File: src/hw/rfd_regs.vh
// Purpose : Register map, field positions and state codes of the register file DMA
// Assumes : APB byte addresses, 12-bit address space, 32-bit data words
// Notes   : Included by rfd_dma.v only

`ifndef RFD_REGS_VH
`define RFD_REGS_VH

// ----------------------------------------------------------------
// Register byte addresses
// ----------------------------------------------------------------
`define RFD_CH0_CTL_ADDR   12'hFB0
`define RFD_CH0_CFG_ADDR   12'hFB4
`define RFD_CH1_CTL_ADDR   12'hFB8
`define RFD_CH1_CFG_ADDR   12'hFBC
`define RFD_ADC_BASE_ADDR  12'hFC0
`define RFD_ADC_CTL_ADDR   12'hFC4
`define RFD_STATUS_ADDR    12'hFC8

// ----------------------------------------------------------------
// Reset values
// ----------------------------------------------------------------
`define RFD_CTL_RESET      8'h00
`define RFD_CFG_RESET      32'h00000000
`define RFD_ADC_BASE_RESET 7'h00

// ----------------------------------------------------------------
// General channel control fields
// ----------------------------------------------------------------
`define RFD_CTL_ON         7
`define RFD_CTL_LOOP       6
`define RFD_CTL_DIR        5
`define RFD_CTL_IRQ        4
`define RFD_CTL_WORD       3
`define RFD_CTL_RSS_MSB    2
`define RFD_CTL_RSS_LSB    0

// Configuration word lanes: peripheral byte, high nibbles, start, end
`define RFD_CFG_IO_LSB     0
`define RFD_CFG_HI_LSB     8
`define RFD_CFG_START_LSB  16
`define RFD_CFG_END_LSB    24

// ----------------------------------------------------------------
// Converter channel control fields
// ----------------------------------------------------------------
`define RFD_ACTL_ON        7
`define RFD_ACTL_IRQ       6
`define RFD_ACTL_CNT_MSB   3
`define RFD_ACTL_CNT_LSB   0
`define RFD_ADC_LAST_INPUT 4'hB
`define RFD_PERIPH_NIBBLE  4'hF

// ----------------------------------------------------------------
// Transfer engine states
// ----------------------------------------------------------------
`define RFD_S_IDLE         3'h0
`define RFD_S_REQ          3'h1
`define RFD_S_RD           3'h2
`define RFD_S_CAP          3'h3
`define RFD_S_WR           3'h4

`define RFD_SEL_ADC        2'h2

`endif

File: src/hw/rfd_dma.v
// Purpose : Two general byte/word DMA channels and a converter scan channel on the system bus
// Assumes : Grant stays high until bus_req falls; sys_rdata is valid the cycle after sys_rd
// Notes   : APB register slave, zero wait states, pslverr on unmapped words
//
// Register access over APB was chosen for this implementation.

`timescale 1ns/100ps

`include "rfd_regs.vh"

module rfd_dma
(
    input  wire        pclk,
    input  wire        presetn,
    input  wire        psel,
    input  wire        penable,
    input  wire        pwrite,
    input  wire [11:0] paddr,
    input  wire [31:0] pwdata,
    input  wire [3:0]  pstrb,
    output reg  [31:0] prdata,
    output wire        pready,
    output wire        pslverr,
    output wire        bus_req,
    input  wire        bus_gnt,
    output wire [11:0] sys_addr,
    output wire        sys_rd,
    output wire        sys_wr,
    output wire [7:0]  sys_wdata,
    input  wire [7:0]  sys_rdata,
    input  wire [7:0]  dma_trig,
    input  wire        adc_done,
    input  wire [15:0] adc_result,
    output wire        adc_start,
    output wire [3:0]  adc_input_sel,
    output wire        irq_ch0,
    output wire        irq_ch1,
    output wire        irq_adc
);
// ----------------------------------------------------------------
// Address helper
// ----------------------------------------------------------------
    // Source when want_dst is low, destination when high
    function [11:0] xfer_addr;
        input        want_dst;
        input        dir;
        input [11:0] cur;
        input [11:0] per;
        input        upper;
        begin
            if (want_dst ^ dir)
                xfer_addr = per + {11'h000, upper};
            else
                xfer_addr = cur + {11'h000, upper};
        end
    endfunction
// ----------------------------------------------------------------
// Declarations
// ----------------------------------------------------------------
    reg  [7:0]  ctl_q [0:1];
    reg  [31:0] cfg_q [0:1];
    reg  [11:0] cur_q [0:1];
    reg  [1:0]  irq_ch_q;
    wire [11:0] per_a [0:1];
    wire [11:0] start_a [0:1];
    wire [11:0] end_a [0:1];
    wire [1:0]  ch_req;
    reg  [6:0]  adc_base_q;
    reg  [7:0]  adc_ctl_q;
    reg  [3:0]  adc_in_q;
    reg         adc_pend_q;
    reg  [15:0] adc_res_q;
    reg         adc_start_q;
    reg         irq_adc_q;
    reg  [2:0]  state_q;
    reg  [1:0]  sel_q;
    reg         byte_q;
    reg  [11:0] addr_q;
    reg  [7:0]  wdata_q;
    wire        wr_en;
    wire        rd_setup;
    wire        mapped;
    wire        xfer_last;
    wire        xfer_done;
    wire [3:0]  last_in;
    wire        adc_on;
    wire        adc_on_rise;
    reg  [31:0] rd_mux;
// ----------------------------------------------------------------
// APB slave
// ----------------------------------------------------------------
    assign mapped   = (paddr[1:0] == 2'h0) &&
                      ((paddr == `RFD_CH0_CTL_ADDR)  || (paddr == `RFD_CH0_CFG_ADDR) ||
                       (paddr == `RFD_CH1_CTL_ADDR)  || (paddr == `RFD_CH1_CFG_ADDR) ||
                       (paddr == `RFD_ADC_BASE_ADDR) || (paddr == `RFD_ADC_CTL_ADDR) ||
                       (paddr == `RFD_STATUS_ADDR));
    assign pready   = psel & penable;
    assign pslverr  = psel & penable & ~mapped;
    assign wr_en    = psel & penable & pwrite & mapped;
    assign rd_setup = psel & ~penable & ~pwrite;
    // Read data is taken in the setup cycle so prdata comes from a flop
    always @*
    begin
        rd_mux = 32'h00000000;
        case (paddr)
            `RFD_CH0_CTL_ADDR:  rd_mux = {24'h000000, ctl_q[0]};
            `RFD_CH1_CTL_ADDR:  rd_mux = {24'h000000, ctl_q[1]};
            `RFD_CH0_CFG_ADDR:  rd_mux = {cfg_q[0][31:24], cur_q[0][7:0], cfg_q[0][15:0]};
            `RFD_CH1_CFG_ADDR:  rd_mux = {cfg_q[1][31:24], cur_q[1][7:0], cfg_q[1][15:0]};
            `RFD_ADC_BASE_ADDR: rd_mux = {25'h0000000, adc_base_q};
            `RFD_ADC_CTL_ADDR:  rd_mux = {24'h000000, adc_ctl_q};
            `RFD_STATUS_ADDR:   rd_mux = {24'h000000, adc_pend_q, state_q, adc_in_q};
            default:            rd_mux = 32'h00000000;
        endcase
    end
    always @(posedge pclk or negedge presetn)
    begin
        if (!presetn)
            prdata <= 32'h00000000;
        else if (rd_setup)
            prdata <= rd_mux;
    end
// ----------------------------------------------------------------
// General channels
// ----------------------------------------------------------------
    genvar g;
    generate
        for (g = 0; g < 2; g = g + 1)
        begin : gen_ch
            wire [11:0] ctl_addr;
            wire [11:0] cfg_addr;
            wire        ctl_wr;
            wire        done_here;
            wire [11:0] step;
            wire        at_end;
            assign ctl_addr = (g == 0) ? `RFD_CH0_CTL_ADDR : `RFD_CH1_CTL_ADDR;
            assign cfg_addr = (g == 0) ? `RFD_CH0_CFG_ADDR : `RFD_CH1_CFG_ADDR;
            assign ctl_wr   = wr_en && (paddr == ctl_addr) && pstrb[0];
            assign per_a[g]   = {`RFD_PERIPH_NIBBLE, cfg_q[g][`RFD_CFG_IO_LSB +: 8]};
            assign start_a[g] = {cfg_q[g][`RFD_CFG_HI_LSB +: 4],
                                 cfg_q[g][`RFD_CFG_START_LSB +: 8]};
            assign end_a[g]   = {cfg_q[g][`RFD_CFG_HI_LSB + 4 +: 4],
                                 cfg_q[g][`RFD_CFG_END_LSB +: 8]};
            // Requests only count while enabled; source picked by the low control bits
            assign ch_req[g] = ctl_q[g][`RFD_CTL_ON] &
                               dma_trig[ctl_q[g][`RFD_CTL_RSS_MSB:`RFD_CTL_RSS_LSB]];
            assign done_here = xfer_done && (sel_q == g);
            assign step      = ctl_q[g][`RFD_CTL_WORD] ? 12'h002 : 12'h001;
            // Word mode counts the end as served once its pair covers it
            assign at_end    = ((cur_q[g] + step - 12'h001) >= end_a[g]);
            always @(posedge pclk or negedge presetn)
            begin
                if (!presetn)
                begin
                    ctl_q[g]    <= `RFD_CTL_RESET;
                    cfg_q[g]    <= `RFD_CFG_RESET;
                    cur_q[g]    <= 12'h000;
                    irq_ch_q[g] <= 1'b0;
                end
                else
                begin
                    irq_ch_q[g] <= done_here && at_end && ctl_q[g][`RFD_CTL_IRQ];
                    if (wr_en && (paddr == cfg_addr))
                    begin
                        if (pstrb[0])
                            cfg_q[g][7:0]   <= pwdata[7:0];
                        if (pstrb[1])
                            cfg_q[g][15:8]  <= pwdata[15:8];
                        if (pstrb[2])
                            cfg_q[g][23:16] <= pwdata[23:16];
                        if (pstrb[3])
                            cfg_q[g][31:24] <= pwdata[31:24];
                    end
                    // Software control write wins over the hardware enable clear
                    if (ctl_wr)
                    begin
                        ctl_q[g] <= pwdata[7:0];
                        cur_q[g] <= start_a[g];
                    end
                    else if (done_here)
                    begin
                        if (!at_end)
                            cur_q[g] <= cur_q[g] + step;
                        else if (ctl_q[g][`RFD_CTL_LOOP])
                            cur_q[g] <= start_a[g];
                        else
                            ctl_q[g][`RFD_CTL_ON] <= 1'b0;
                    end
                end
            end
        end
    endgenerate

    assign irq_ch0 = irq_ch_q[0];
    assign irq_ch1 = irq_ch_q[1];
// ----------------------------------------------------------------
// Transfer engine
// ----------------------------------------------------------------
    assign bus_req   = (state_q != `RFD_S_IDLE);
    assign sys_rd    = (state_q == `RFD_S_RD);
    assign sys_wr    = (state_q == `RFD_S_WR);
    assign sys_addr  = addr_q;
    assign sys_wdata = wdata_q;
    assign xfer_last = (sel_q == `RFD_SEL_ADC) ? byte_q :
                       (~ctl_q[sel_q[0]][`RFD_CTL_WORD] | byte_q);
    assign xfer_done = (state_q == `RFD_S_WR) && xfer_last;
    always @(posedge pclk or negedge presetn)
    begin
        if (!presetn)
        begin
            state_q <= `RFD_S_IDLE;
            sel_q   <= 2'h0;
            byte_q  <= 1'b0;
            addr_q  <= 12'h000;
            wdata_q <= 8'h00;
        end
        else
        begin
            case (state_q)
                `RFD_S_IDLE:
                begin
                    byte_q <= 1'b0;
                    if (adc_pend_q && adc_on)
                    begin
                        sel_q   <= `RFD_SEL_ADC;
                        state_q <= `RFD_S_REQ;
                    end
                    else if (ch_req[0])
                    begin
                        sel_q   <= 2'h0;
                        state_q <= `RFD_S_REQ;
                    end
                    else if (ch_req[1])
                    begin
                        sel_q   <= 2'h1;
                        state_q <= `RFD_S_REQ;
                    end
                end
                `RFD_S_REQ:
                begin
                    if (bus_gnt)
                    begin
                        if (sel_q == `RFD_SEL_ADC)
                        begin
                            addr_q  <= {adc_base_q, adc_in_q, 1'b0};
                            wdata_q <= adc_res_q[15:8];
                            state_q <= `RFD_S_WR;
                        end
                        else
                        begin
                            addr_q  <= xfer_addr(1'b0, ctl_q[sel_q[0]][`RFD_CTL_DIR],
                                                 cur_q[sel_q[0]], per_a[sel_q[0]], 1'b0);
                            state_q <= `RFD_S_RD;
                        end
                    end
                end
                `RFD_S_RD:
                    state_q <= `RFD_S_CAP;
                `RFD_S_CAP:
                begin
                    wdata_q <= sys_rdata;
                    addr_q  <= xfer_addr(1'b1, ctl_q[sel_q[0]][`RFD_CTL_DIR],
                                         cur_q[sel_q[0]], per_a[sel_q[0]], byte_q);
                    state_q <= `RFD_S_WR;
                end
                `RFD_S_WR:
                begin
                    if (xfer_last)
                        state_q <= `RFD_S_IDLE;
                    else if (sel_q == `RFD_SEL_ADC)
                    begin
                        byte_q  <= 1'b1;
                        addr_q  <= addr_q + 12'h001;
                        wdata_q <= adc_res_q[7:0];
                    end
                    else
                    begin
                        byte_q  <= 1'b1;
                        addr_q  <= xfer_addr(1'b0, ctl_q[sel_q[0]][`RFD_CTL_DIR],
                                             cur_q[sel_q[0]], per_a[sel_q[0]], 1'b1);
                        state_q <= `RFD_S_RD;
                    end
                end
                default:
                    state_q <= `RFD_S_IDLE;
            endcase
        end
    end
// ----------------------------------------------------------------
// Converter scan channel
// ----------------------------------------------------------------
    assign adc_on  = adc_ctl_q[`RFD_ACTL_ON];
    // Counts above the last input are clamped so the scan never runs past input eleven
    assign last_in = (adc_ctl_q[`RFD_ACTL_CNT_MSB:`RFD_ACTL_CNT_LSB] > `RFD_ADC_LAST_INPUT) ?
                     `RFD_ADC_LAST_INPUT : adc_ctl_q[`RFD_ACTL_CNT_MSB:`RFD_ACTL_CNT_LSB];
    assign adc_on_rise = wr_en && (paddr == `RFD_ADC_CTL_ADDR) && pstrb[0] &&
                         pwdata[`RFD_ACTL_ON] && !adc_on;

    always @(posedge pclk or negedge presetn)
    begin
        if (!presetn)
        begin
            adc_base_q  <= `RFD_ADC_BASE_RESET;
            adc_ctl_q   <= `RFD_CTL_RESET;
            adc_in_q    <= 4'h0;
            adc_pend_q  <= 1'b0;
            adc_res_q   <= 16'h0000;
            adc_start_q <= 1'b0;
            irq_adc_q   <= 1'b0;
        end
        else
        begin
            adc_start_q <= 1'b0;
            irq_adc_q   <= 1'b0;
            if (wr_en && (paddr == `RFD_ADC_BASE_ADDR) && pstrb[0])
                adc_base_q <= pwdata[6:0];
            if (wr_en && (paddr == `RFD_ADC_CTL_ADDR) && pstrb[0])
                adc_ctl_q <= pwdata[7:0];
            // A new result arriving as the old one is taken keeps pending set
            if (adc_done && adc_on)
            begin
                adc_res_q  <= adc_result;
                adc_pend_q <= 1'b1;
            end
            else if (!adc_on ||
                     (state_q == `RFD_S_REQ && bus_gnt && sel_q == `RFD_SEL_ADC))
                adc_pend_q <= 1'b0;
            if (adc_on_rise)
            begin
                adc_in_q    <= 4'h0;
                adc_start_q <= 1'b1;
            end
            else if (xfer_done && sel_q == `RFD_SEL_ADC)
            begin
                adc_start_q <= 1'b1;
                if (adc_in_q >= last_in)
                begin
                    adc_in_q  <= 4'h0;
                    irq_adc_q <= adc_ctl_q[`RFD_ACTL_IRQ];
                end
                else
                    adc_in_q <= adc_in_q + 4'h1;
            end
        end
    end
    assign adc_start     = adc_start_q;
    assign adc_input_sel = adc_in_q;
    assign irq_adc       = irq_adc_q;
endmodule // rfd_dma

File: config.mk
export PLATFORM = sky130hd
export DESIGN_NAME = rfd_dma
export DESIGN_NICKNAME = d
export VERILOG_FILES = /design/src/hw/rfd_dma.v
export VERILOG_INCLUDE_DIRS = /design/src /design/src/hw
export SDC_FILE = /design/constraint.sdc
export NUM_CORES = 1
export LEC_CHECK = 0
export BUFFER_PORTS_ARGS = -buffer_cell sky130_fd_sc_hd__buf_2
export CAP_MARGIN = 20
export CORE_MARGIN = 2
export CORE_UTILIZATION = 59
export CTS_CLUSTER_SIZE = 14
export DETAILED_ROUTE_END_ITERATION = 8
export GPL_ROUTABILITY_DRIVEN = 0
export HOLD_SLACK_MARGIN = 0.12
export PLACE_DENSITY = 0.79
export SLEW_MARGIN = 20
export SYNTH_ARGS = -nofsm -noshare
export SYNTH_HDL_FRONTEND = slang
export SYNTH_SLANG_ARGS = --single-unit
File: constraint.sdc
create_clock -name pclk -period 5.7 [get_ports pclk]
set_input_delay 0.285 -clock pclk [delete_from_list [all_inputs] [get_ports pclk]]
set_output_delay 0.285 -clock pclk [all_outputs]
set_load 0.02 [all_outputs]
==> summary.md, run 1 <==
| Metric | Value |
|---|---|
| Status | `complete, no violations` |
| Yosys top cell by area | `dfrtp_1` |
| Register Area | `about 5100 sq um` |
| Die Y | `around 150 um` |
| P_leak | `around 6.7 nW` |
| Clock Tree Root | `clkbuf_16` |
| Clk slew on worst S/H paths | `~60 ps` |
| Pre-CTS setup slack | `just under 800 ps` |
| Synthesized instance count | `1257` |
| Initial antenna violation count | `0` |
| # clock sinks | `202` |
| Skew-Pair Late Insertion Delay | `520 ps` |
| Rel. slew slack | `23.5%` |
| Top area cells in the synthesized netlist | `dfrtp_1, mux2_2, ha_1` |
| Final ANT Viol Nets | `0` |
| WS Path Type | `reg2reg` |
| Total CTS buffers | `23` |
| Startpoint types | `register` |
| Unrepaired setup endpoints after global routing | `no` |
| Min-Delay Path Class | `in2reg` |
| Final Util | `70.1%` |
| Initial core utilization | `about 60%` |
| Multi-input gate area | `roughly 6900 sq um` |
| Nets@finish | `roughly 1500` |
| CTS H-Tree Depth | `1` |
| Post-synthesis cell type count | `82` |
| 1st-iter DRT viols | `around 1200` |
| Setup ws final | `approximately 730 ps` |
| Slew at the pin closest to its max-slew limit | `roughly 1100 ps` |
| CP delay by family, top | `compound AO/OA/AOI/OAI gates` |
| Register area share after synthesis | `around two fifths` |
| Final wirelength | `between 30 and 40 mm` |
| Vias per cell | `6.30` |
| Critical path arrival | `approximately 5400 ps` |
| Post-Syn Nets | `~1400` |
| Fmax | `~0.2 GHz` |
| Buf/Inv on CP | `2` |
| Met3 routed WL | `3.37 mm` |
| Hold Fails Final Rpt | `0` |
| Mapped Area | `around 12000 sq um` |
| Synth Register Bits | `202` |
| Fin crit share | `between 80% and 90%` |
| Fill count | `1639` |
| Max stage delay cell, worst path | `fa_1` |
| Port bufs | `around 150` |
| Total GRT Usage | `around a third` |
| Wire per inst | `around 20 um` |
| WL met1 | `14.2 mm` |
| Minimum clock period | `roughly 5000 ps` |
| Avg Cell Area, Syn | `9.90 sq um` |
| Die Area | `22300 sq um` |
| Most used DFF post-synth | `dfrtp_1` |
| Post-DP HPWL | `24.9 mm` |
| CTS tree | `built` |
| Number of diodes | `0` |
| Pwr/cell area | `approximately 230 nW/um^2` |
| Synth cell count leaders | `dfrtp_1, mux2_2, nand2_1, nor2_1, a21oi_1` |
| Total Neg Setup Slack | `0 ps` |
| GR Overflow Total | `0` |
| EDFF count, synth | `0` |
| Synth top area share | `40.6%` |
| Slew Viols, Final | `0` |
| CP cell instances | `inv_1 > ha_1 > fa_1 > nand2_1 > nand2_1 > mux2_2 > o32ai_2 > a31oi_1 > a41oi_1 > xnor2_1 > ha_1 > a21o_1 > a21oi_1 > o22ai_1 > a211oi_2 > buf_4 > nand2_1 > mux2_2 > mux2_2` |
| Area Overhead vs Synth | `17.6%` |
| Drt pass-1 iters | `8` |
| CTS Buffer Depth | `3` |
| Share of post-route cells with drive strength above 1 | `26.0%` |
| IO Count | `approximately 150` |
| CP Capture Type | `register` |
| Core area | `20900 sq um` |
| Ys async rst share | `100%` |
| Final setup fails | `0` |
| Largest stage delay, worst path | `roughly 500 ps` |
| Drt drc | `0` |
| DR WL met2 | `roughly 16 mm` |
| Synth Warn # | `0` |
| Post-route clock skew | `just over 10 ps` |
| Largest net degree at the start of global routing | `between 90 and 100` |
| Via count | `approximately 11000` |
| Die width | `around 150 um` |
| CP max FO | `17` |
| Min Hold Slack | `roughly 200 ps` |
| Vias in the first global route | `roughly 10000` |
| DR top layer | `met4` |
| Count leader, synth | `dfrtp_1` |
| Critical Path RT | `between 6000 and 7000 ps` |
| Num rows | `53` |
| Max-Cap Viols | `0` |
| Worst VDD drop | `between 0.2 and 0.25 mV` |
| Global-route wire length before repair | `around 56 mm` |
-- sequential cells by signal (all words and copies together), names as in the netlist, 2 cells and up --
| register | count |
|---|---|
| cur_q | 24 |
| adc_res_q | 16 |
| sel_q | 2 |
| adc_base_q | 7 |
| adc_ctl_q | 8 |
| state_q | 3 |
| sys_wdata | 8 |
| adc_input_sel | 4 |
| cfg_q | 64 |
| ctl_q | 16 |
| prdata | 32 |
| sys_addr | 12 |
-- area by class of cell --
type / instances / share of cell area (%)
multi-input cells: 932 / 47.1
inverters: 49 / 1.26
clock buffers: 31 / 4.48
repair buffers: 212 / 9.21
clock inverters: 11 / 1.09
well taps: 275 / 2.35
flip-flops and latches: 202 / 34.5
-- kinds of logic (layout without fill, tap and decap cells) --
| group | after synthesis | count (layout) | share of synthesized area (%) |
|---|---|---|---|
| compound gates | 282 | 282 | 15.1 |
| xor+xnor | 51 | 51 | 3.59 |
| fa+ha+maj | 40 | 40 | 4.14 |
| buf+inv | 123 | 303 | 4.23 |
| flops | 202 | 202 | 40.6 |
| mux | 190 | 190 | 17.6 |
| simple gates | 369 | 369 | 14.7 |
-- metrics by stage --
stage / total power, mW / std cells / cell area, sq um
6_report: 3.33 / 1712 / 14600
5_1_grt: 3.43 / 1712 / 14600
4_1_cts: 3.35 / 1712 / 14600
3_5_place_dp: 1.74 / 1620 / 13300
3_3_place_gp: 1.73 / 1620 / 13300
2_1_floorplan: 1.61 / 1257 / 12400
-- repair_timing --
item                                   in CTS  in global routing
hold buffers                               50                  0
endpoints found under the hold margin     188                  0
buffers inserted                            0                  0
gates resized for setup                     0                  0
-- power breakdown --
group          internal [mW]  switching, mW  leakage, nW
clock                  0.986          0.607        0.407
combinational         0.0967          0.149         3.56
sequential              1.47         0.0201         2.69
-- path summary, 6_finish.rpt --
check | startpoint | to | slack (ps) | cells past startpoint
worst max-delay path | ctl_q[3] | cur_q[1] | 730 | 19
worst min-delay path | sys_rdata[1] | sys_wdata[1] | 200 | 5
worst max register to register | ctl_q[3] | cur_q[1] | 730 | 19
worst min register to register | sys_wdata[6] | sys_wdata[6] | 480 | 2
max in group asynchronous | presetn | adc_input_sel[2] | 4010 | 3
min in group asynchronous | presetn | prdata[11] | 370 | 2
-- layout by cell type, fill, tap and decap left out, drive strengths merged, types with 8 or more instances in the layout --
cell type,n
mux2i,48
o32a,8
a21oi,85
nand4,12
xor2,16
a211oi,10
nand3,32
buf,161
and3,14
nor2,105
o22ai,10
nand2,123
nor3,18
dfrtp,202
o21ai,56
inv,50
clkbuf,32
mux2,133
a21o,13
a22oi,30
a31oi,11
nor2b,9
xnor2,35
a221oi,9
ha,38
dlygate4sd3,50
mux4,9
o221ai,10
-- routing by layer --
layer	global-route usage, %	up-vias
li1	-	4893
met4	11.7	0
met2	49.8	559
met3	6.30	116
met5	0	-
met1	43.5	5210
-- worst reg2reg max path, cell delays in order, from the launching register on --
cell	delay [ps]
dfrtp_1	440
inv_1	90
ha_1	230
fa_1	490
nand2_1	280
nand2_1	80
mux2_2	300
o32ai_2	330
a31oi_1	130
a41oi_1	210
xnor2_1	150
ha_1	260
a21o_1	190
a21oi_1	150
o22ai_1	110
a211oi_2	220
buf_4	260
nand2_1	330
mux2_2	370
mux2_2	260
No activity file was read; power rests on OpenSTA's default activity.
==> run 2, diff against run 1 <==
--- a/config.mk
+++ b/config.mk
@@ -9,12 +9,12 @@
 export BUFFER_PORTS_ARGS = -buffer_cell sky130_fd_sc_hd__buf_2
 export CAP_MARGIN = 20
 export CORE_MARGIN = 2
-export CORE_UTILIZATION = 59
+export CORE_UTILIZATION = 40
 export CTS_CLUSTER_SIZE = 14
 export DETAILED_ROUTE_END_ITERATION = 8
 export GPL_ROUTABILITY_DRIVEN = 0
 export HOLD_SLACK_MARGIN = 0.12
-export PLACE_DENSITY = 0.79
+export PLACE_DENSITY = 0.56
 export SLEW_MARGIN = 20
 export SYNTH_ARGS = -nofsm -noshare
 export SYNTH_HDL_FRONTEND = slang
==> run 2 against run 1 <==
Against the previous run: worst setup slack better by 59 ps; register-to-register slack better by 60 ps; clock skew is 8.6 ps higher; count of clock-buffer cells in the layout is 7 higher; largest cell class unchanged; first-iteration DRC count is 35% lower.
==> summary.md, run 2 (synthesized netlist as in run 1, its figures left out) <==
| Metric | Value |
|---|---|
| Status | `complete, no violations` |
| Clk slew on worst S/H paths | `60 ps (about the same)` |
| GR Overflow Total | `0 (unchanged)` |
| Total GRT Usage | `23.0% (-8.6 points)` |
| Share of post-route cells with drive strength above 1 | `26.2% (+0.26 points)` |
| Max-Cap Viols | `0 (unchanged)` |
| Vias in the first global route | `10200 (-3.2%)` |
| Nets@finish | `1552 (+0.32%)` |
| Drt drc | `0 (unchanged)` |
| Final ANT Viol Nets | `0 (unchanged)` |
| Regs by FF count | `cfg_q (64), prdata (32), cur_q (24)` |
| Most frequent cells in the layout | `dfrtp_1, buf_2, mux2_2` |
| Fin cells | `1838 (+7.4%)` |
| Min-Delay Path Class | `in2reg` |
| WS Path Type | `reg2reg` |
| Initial antenna violation count | `0 (unchanged)` |
| CTS Buffer Depth | `3 (unchanged)` |
| Unrepaired setup endpoints after global routing | `no` |
| Clk pwr share | `48.4% (+0.6 points)` |
| Post-CTS sizing | `0 (unchanged)` |
| Commonest non-fill, non-tap cell in the layout | `dfrtp_1` |
| CP Capture Type | `register` |
| Fmax | `0.204 GHz (+1.2%)` |
| Drt pass-1 iters | `5 (-3)` |
| Clock Tree Root | `clkbuf_16` |
| Max stage delay cell, worst path | `fa_1` |
| Final wirelength | `38.1 mm (+9.2%)` |
| Pwr/cell area | `227 nW/um^2 (-0.11%)` |
| Total Neg Setup Slack | `0 ps (unchanged)` |
| Die Y | `180 um (+21%)` |
| Via count | `10500 (-2.7%)` |
| Minimum clock period | `4910 ps (-58.9 ps)` |
| Die width | `180 um (+21%)` |
| Hold Fails Final Rpt | `0 (unchanged)` |
| Reg power frac | `44.2% (-0.6 points)` |
| IO Count | `152 (unchanged)` |
| Post-CTS Setup Inserts | `0 (unchanged)` |
| Skew-Pair Late Insertion Delay | `540 ps (+20 ps)` |
| Critical Path RT | `6110 ps (about the same)` |
| Wire per inst | `20.7 um (+1.7%)` |
| Total CTS buffers | `24 (+4.3%)` |
| Area Overhead vs Synth | `19.3%` |
| Worst VDD drop | `0.168 mV (-19%)` |
| Switching pwr | `804 uW (+3.6%)` |
| Die Area | `32500 sq um (+46%)` |
| CP max FO | `16 (-1)` |
| Critical path arrival | `5320 ps (-60 ps)` |
| Part of the power in combinational logic | `7.4% (about the same)` |
| Rel. slew slack | `29.2% (+5.7 points)` |
| Largest stage delay, worst path | `490 ps (about the same)` |
| Global-route wire length before repair | `59.2 mm (+6.4%)` |
| Post-DP HPWL | `27.6 mm (+11%)` |
| Startpoint types | `register` |
| P_leak | `6.69 nW (+0.46%)` |
| Post-route clock skew | `18.9 ps (+8.59 ps)` |
| Num rows | `64 (+21%)` |
| CTS H-Tree Depth | `1 (unchanged)` |
| Core area | `30600 sq um (+46%)` |
| CP delay by family, top | `compound AO/OA/AOI/OAI gates` |
| Largest net degree at the start of global routing | `98 (+3.2%)` |
| Number of flip-flops in the largest register | `64 (unchanged)` |
| Placed cells | `1745 (+7.7%)` |
| Largest register by flop count | `cfg_q` |
| Vias per cell | `5.70 (-9.4%)` |
| Number of diodes | `0 (unchanged)` |
| Pint | `2.57 mW (+0.64%)` |
| Initial core utilization | `40.7% (-19 points)` |
| Slew Viols, Final | `0 (unchanged)` |
| Buf/Inv on CP | `2 (unchanged)` |
| Slew at the pin closest to its max-slew limit | `1060 ps (-77.8 ps)` |
| # clock sinks | `202 (unchanged)` |
| Port bufs | `151 (unchanged)` |
| 1st-iter DRT viols | `778 (-35%)` |
| Final setup fails | `0 (unchanged)` |
| CP cell instances | `inv_1 > ha_1 > fa_1 > nand2_1 > nand2_1 > mux2_2 > o32ai_2 > a31oi_1 > a41oi_1 > xnor2_1 > ha_1 > a21o_1 > a21oi_1 > o22ai_1 > a211oi_2 > buf_4 > nand2b_1 > a21oi_1 > o32a_1` |
| Sw frac | `23.8% (+0.53 points)` |
| Fin crit share | `86.1% (-1.0 points)` |
| CTS tree | `built` |
## run 2: worst paths after layout
| path | startpoint | to | slack, ps | cells past startpoint |
|---|---|---|---|---|
| setup reg to reg | ctl_q[3] | cur_q[5] | 790 | 19 |
| setup / recovery | ctl_q[3] | cur_q[5] | 790 | 19 |
| max in group asynchronous | presetn | sys_addr[4] | 3840 | 3 |
| hold / removal | sys_rdata[2] | sys_wdata[2] | 190 | 5 |
| hold reg to reg | sys_wdata[7] | sys_wdata[7] | 480 | 2 |
| min in group asynchronous | presetn | prdata[13] | 380 | 2 |
## run 2: layer usage
layer	part of all wire, %	GRT usage [%]	up-vias
li1	-	-	4911
met1	47	33.2	5165
met2	45	35.7	346
met3	6.6	4.04	60
met4	2.2	5.61	0
met5	0	0	-
## run 2: cell type report
type | instances | area [sq um]
flip-flops and latches | 202 | 5050
multi-input cells | 932 | 6890
inverters | 49 | 184
clock buffers | 38 | 764
well taps | 396 | 495
clock inverters | 5 | 75.1
repair buffers | 216 | 1380
fillers | 2932 | 15700
## run 2: power by group through the flow
stage	Sequential, mW	Combinational, mW	Clock (mW)
6_report	1.49	0.249	1.63
5_1_grt	1.50	0.274	1.71
4_1_cts	1.49	0.253	1.66
3_5_place_dp	1.52	0.225	0
3_3_place_gp	1.52	0.222	0
2_1_floorplan	1.56	0.0541	0
## run 2: through the flow
stage          power (mW)  worst slack, ps  utilization (%)  cell area [sq um]  hold slack [ps]
2_1_floorplan        1.61             1330                -              12400            -10.6
3_3_place_gp         1.74             1000             44.1              13500              431
3_5_place_dp         1.74              857             44.1              13500              432
4_1_cts              3.40              825             48.5              14800              179
5_1_grt              3.48              475             48.5              14800              216
6_report             3.37              791             48.5              14800              194
## run 2: tightest hold or removal path, cell delays in order
cell,delay (ps)
buf_2,100
o22ai_1,90
nand2_1,70
o221ai_1,60
o21ai_0,70
## run 2: repair_timing
item | in CTS | in global routing
endpoints found under the hold margin | 191 | 0
setup endpoints to repair | 0 | 0
hold buffers | 50 | 0
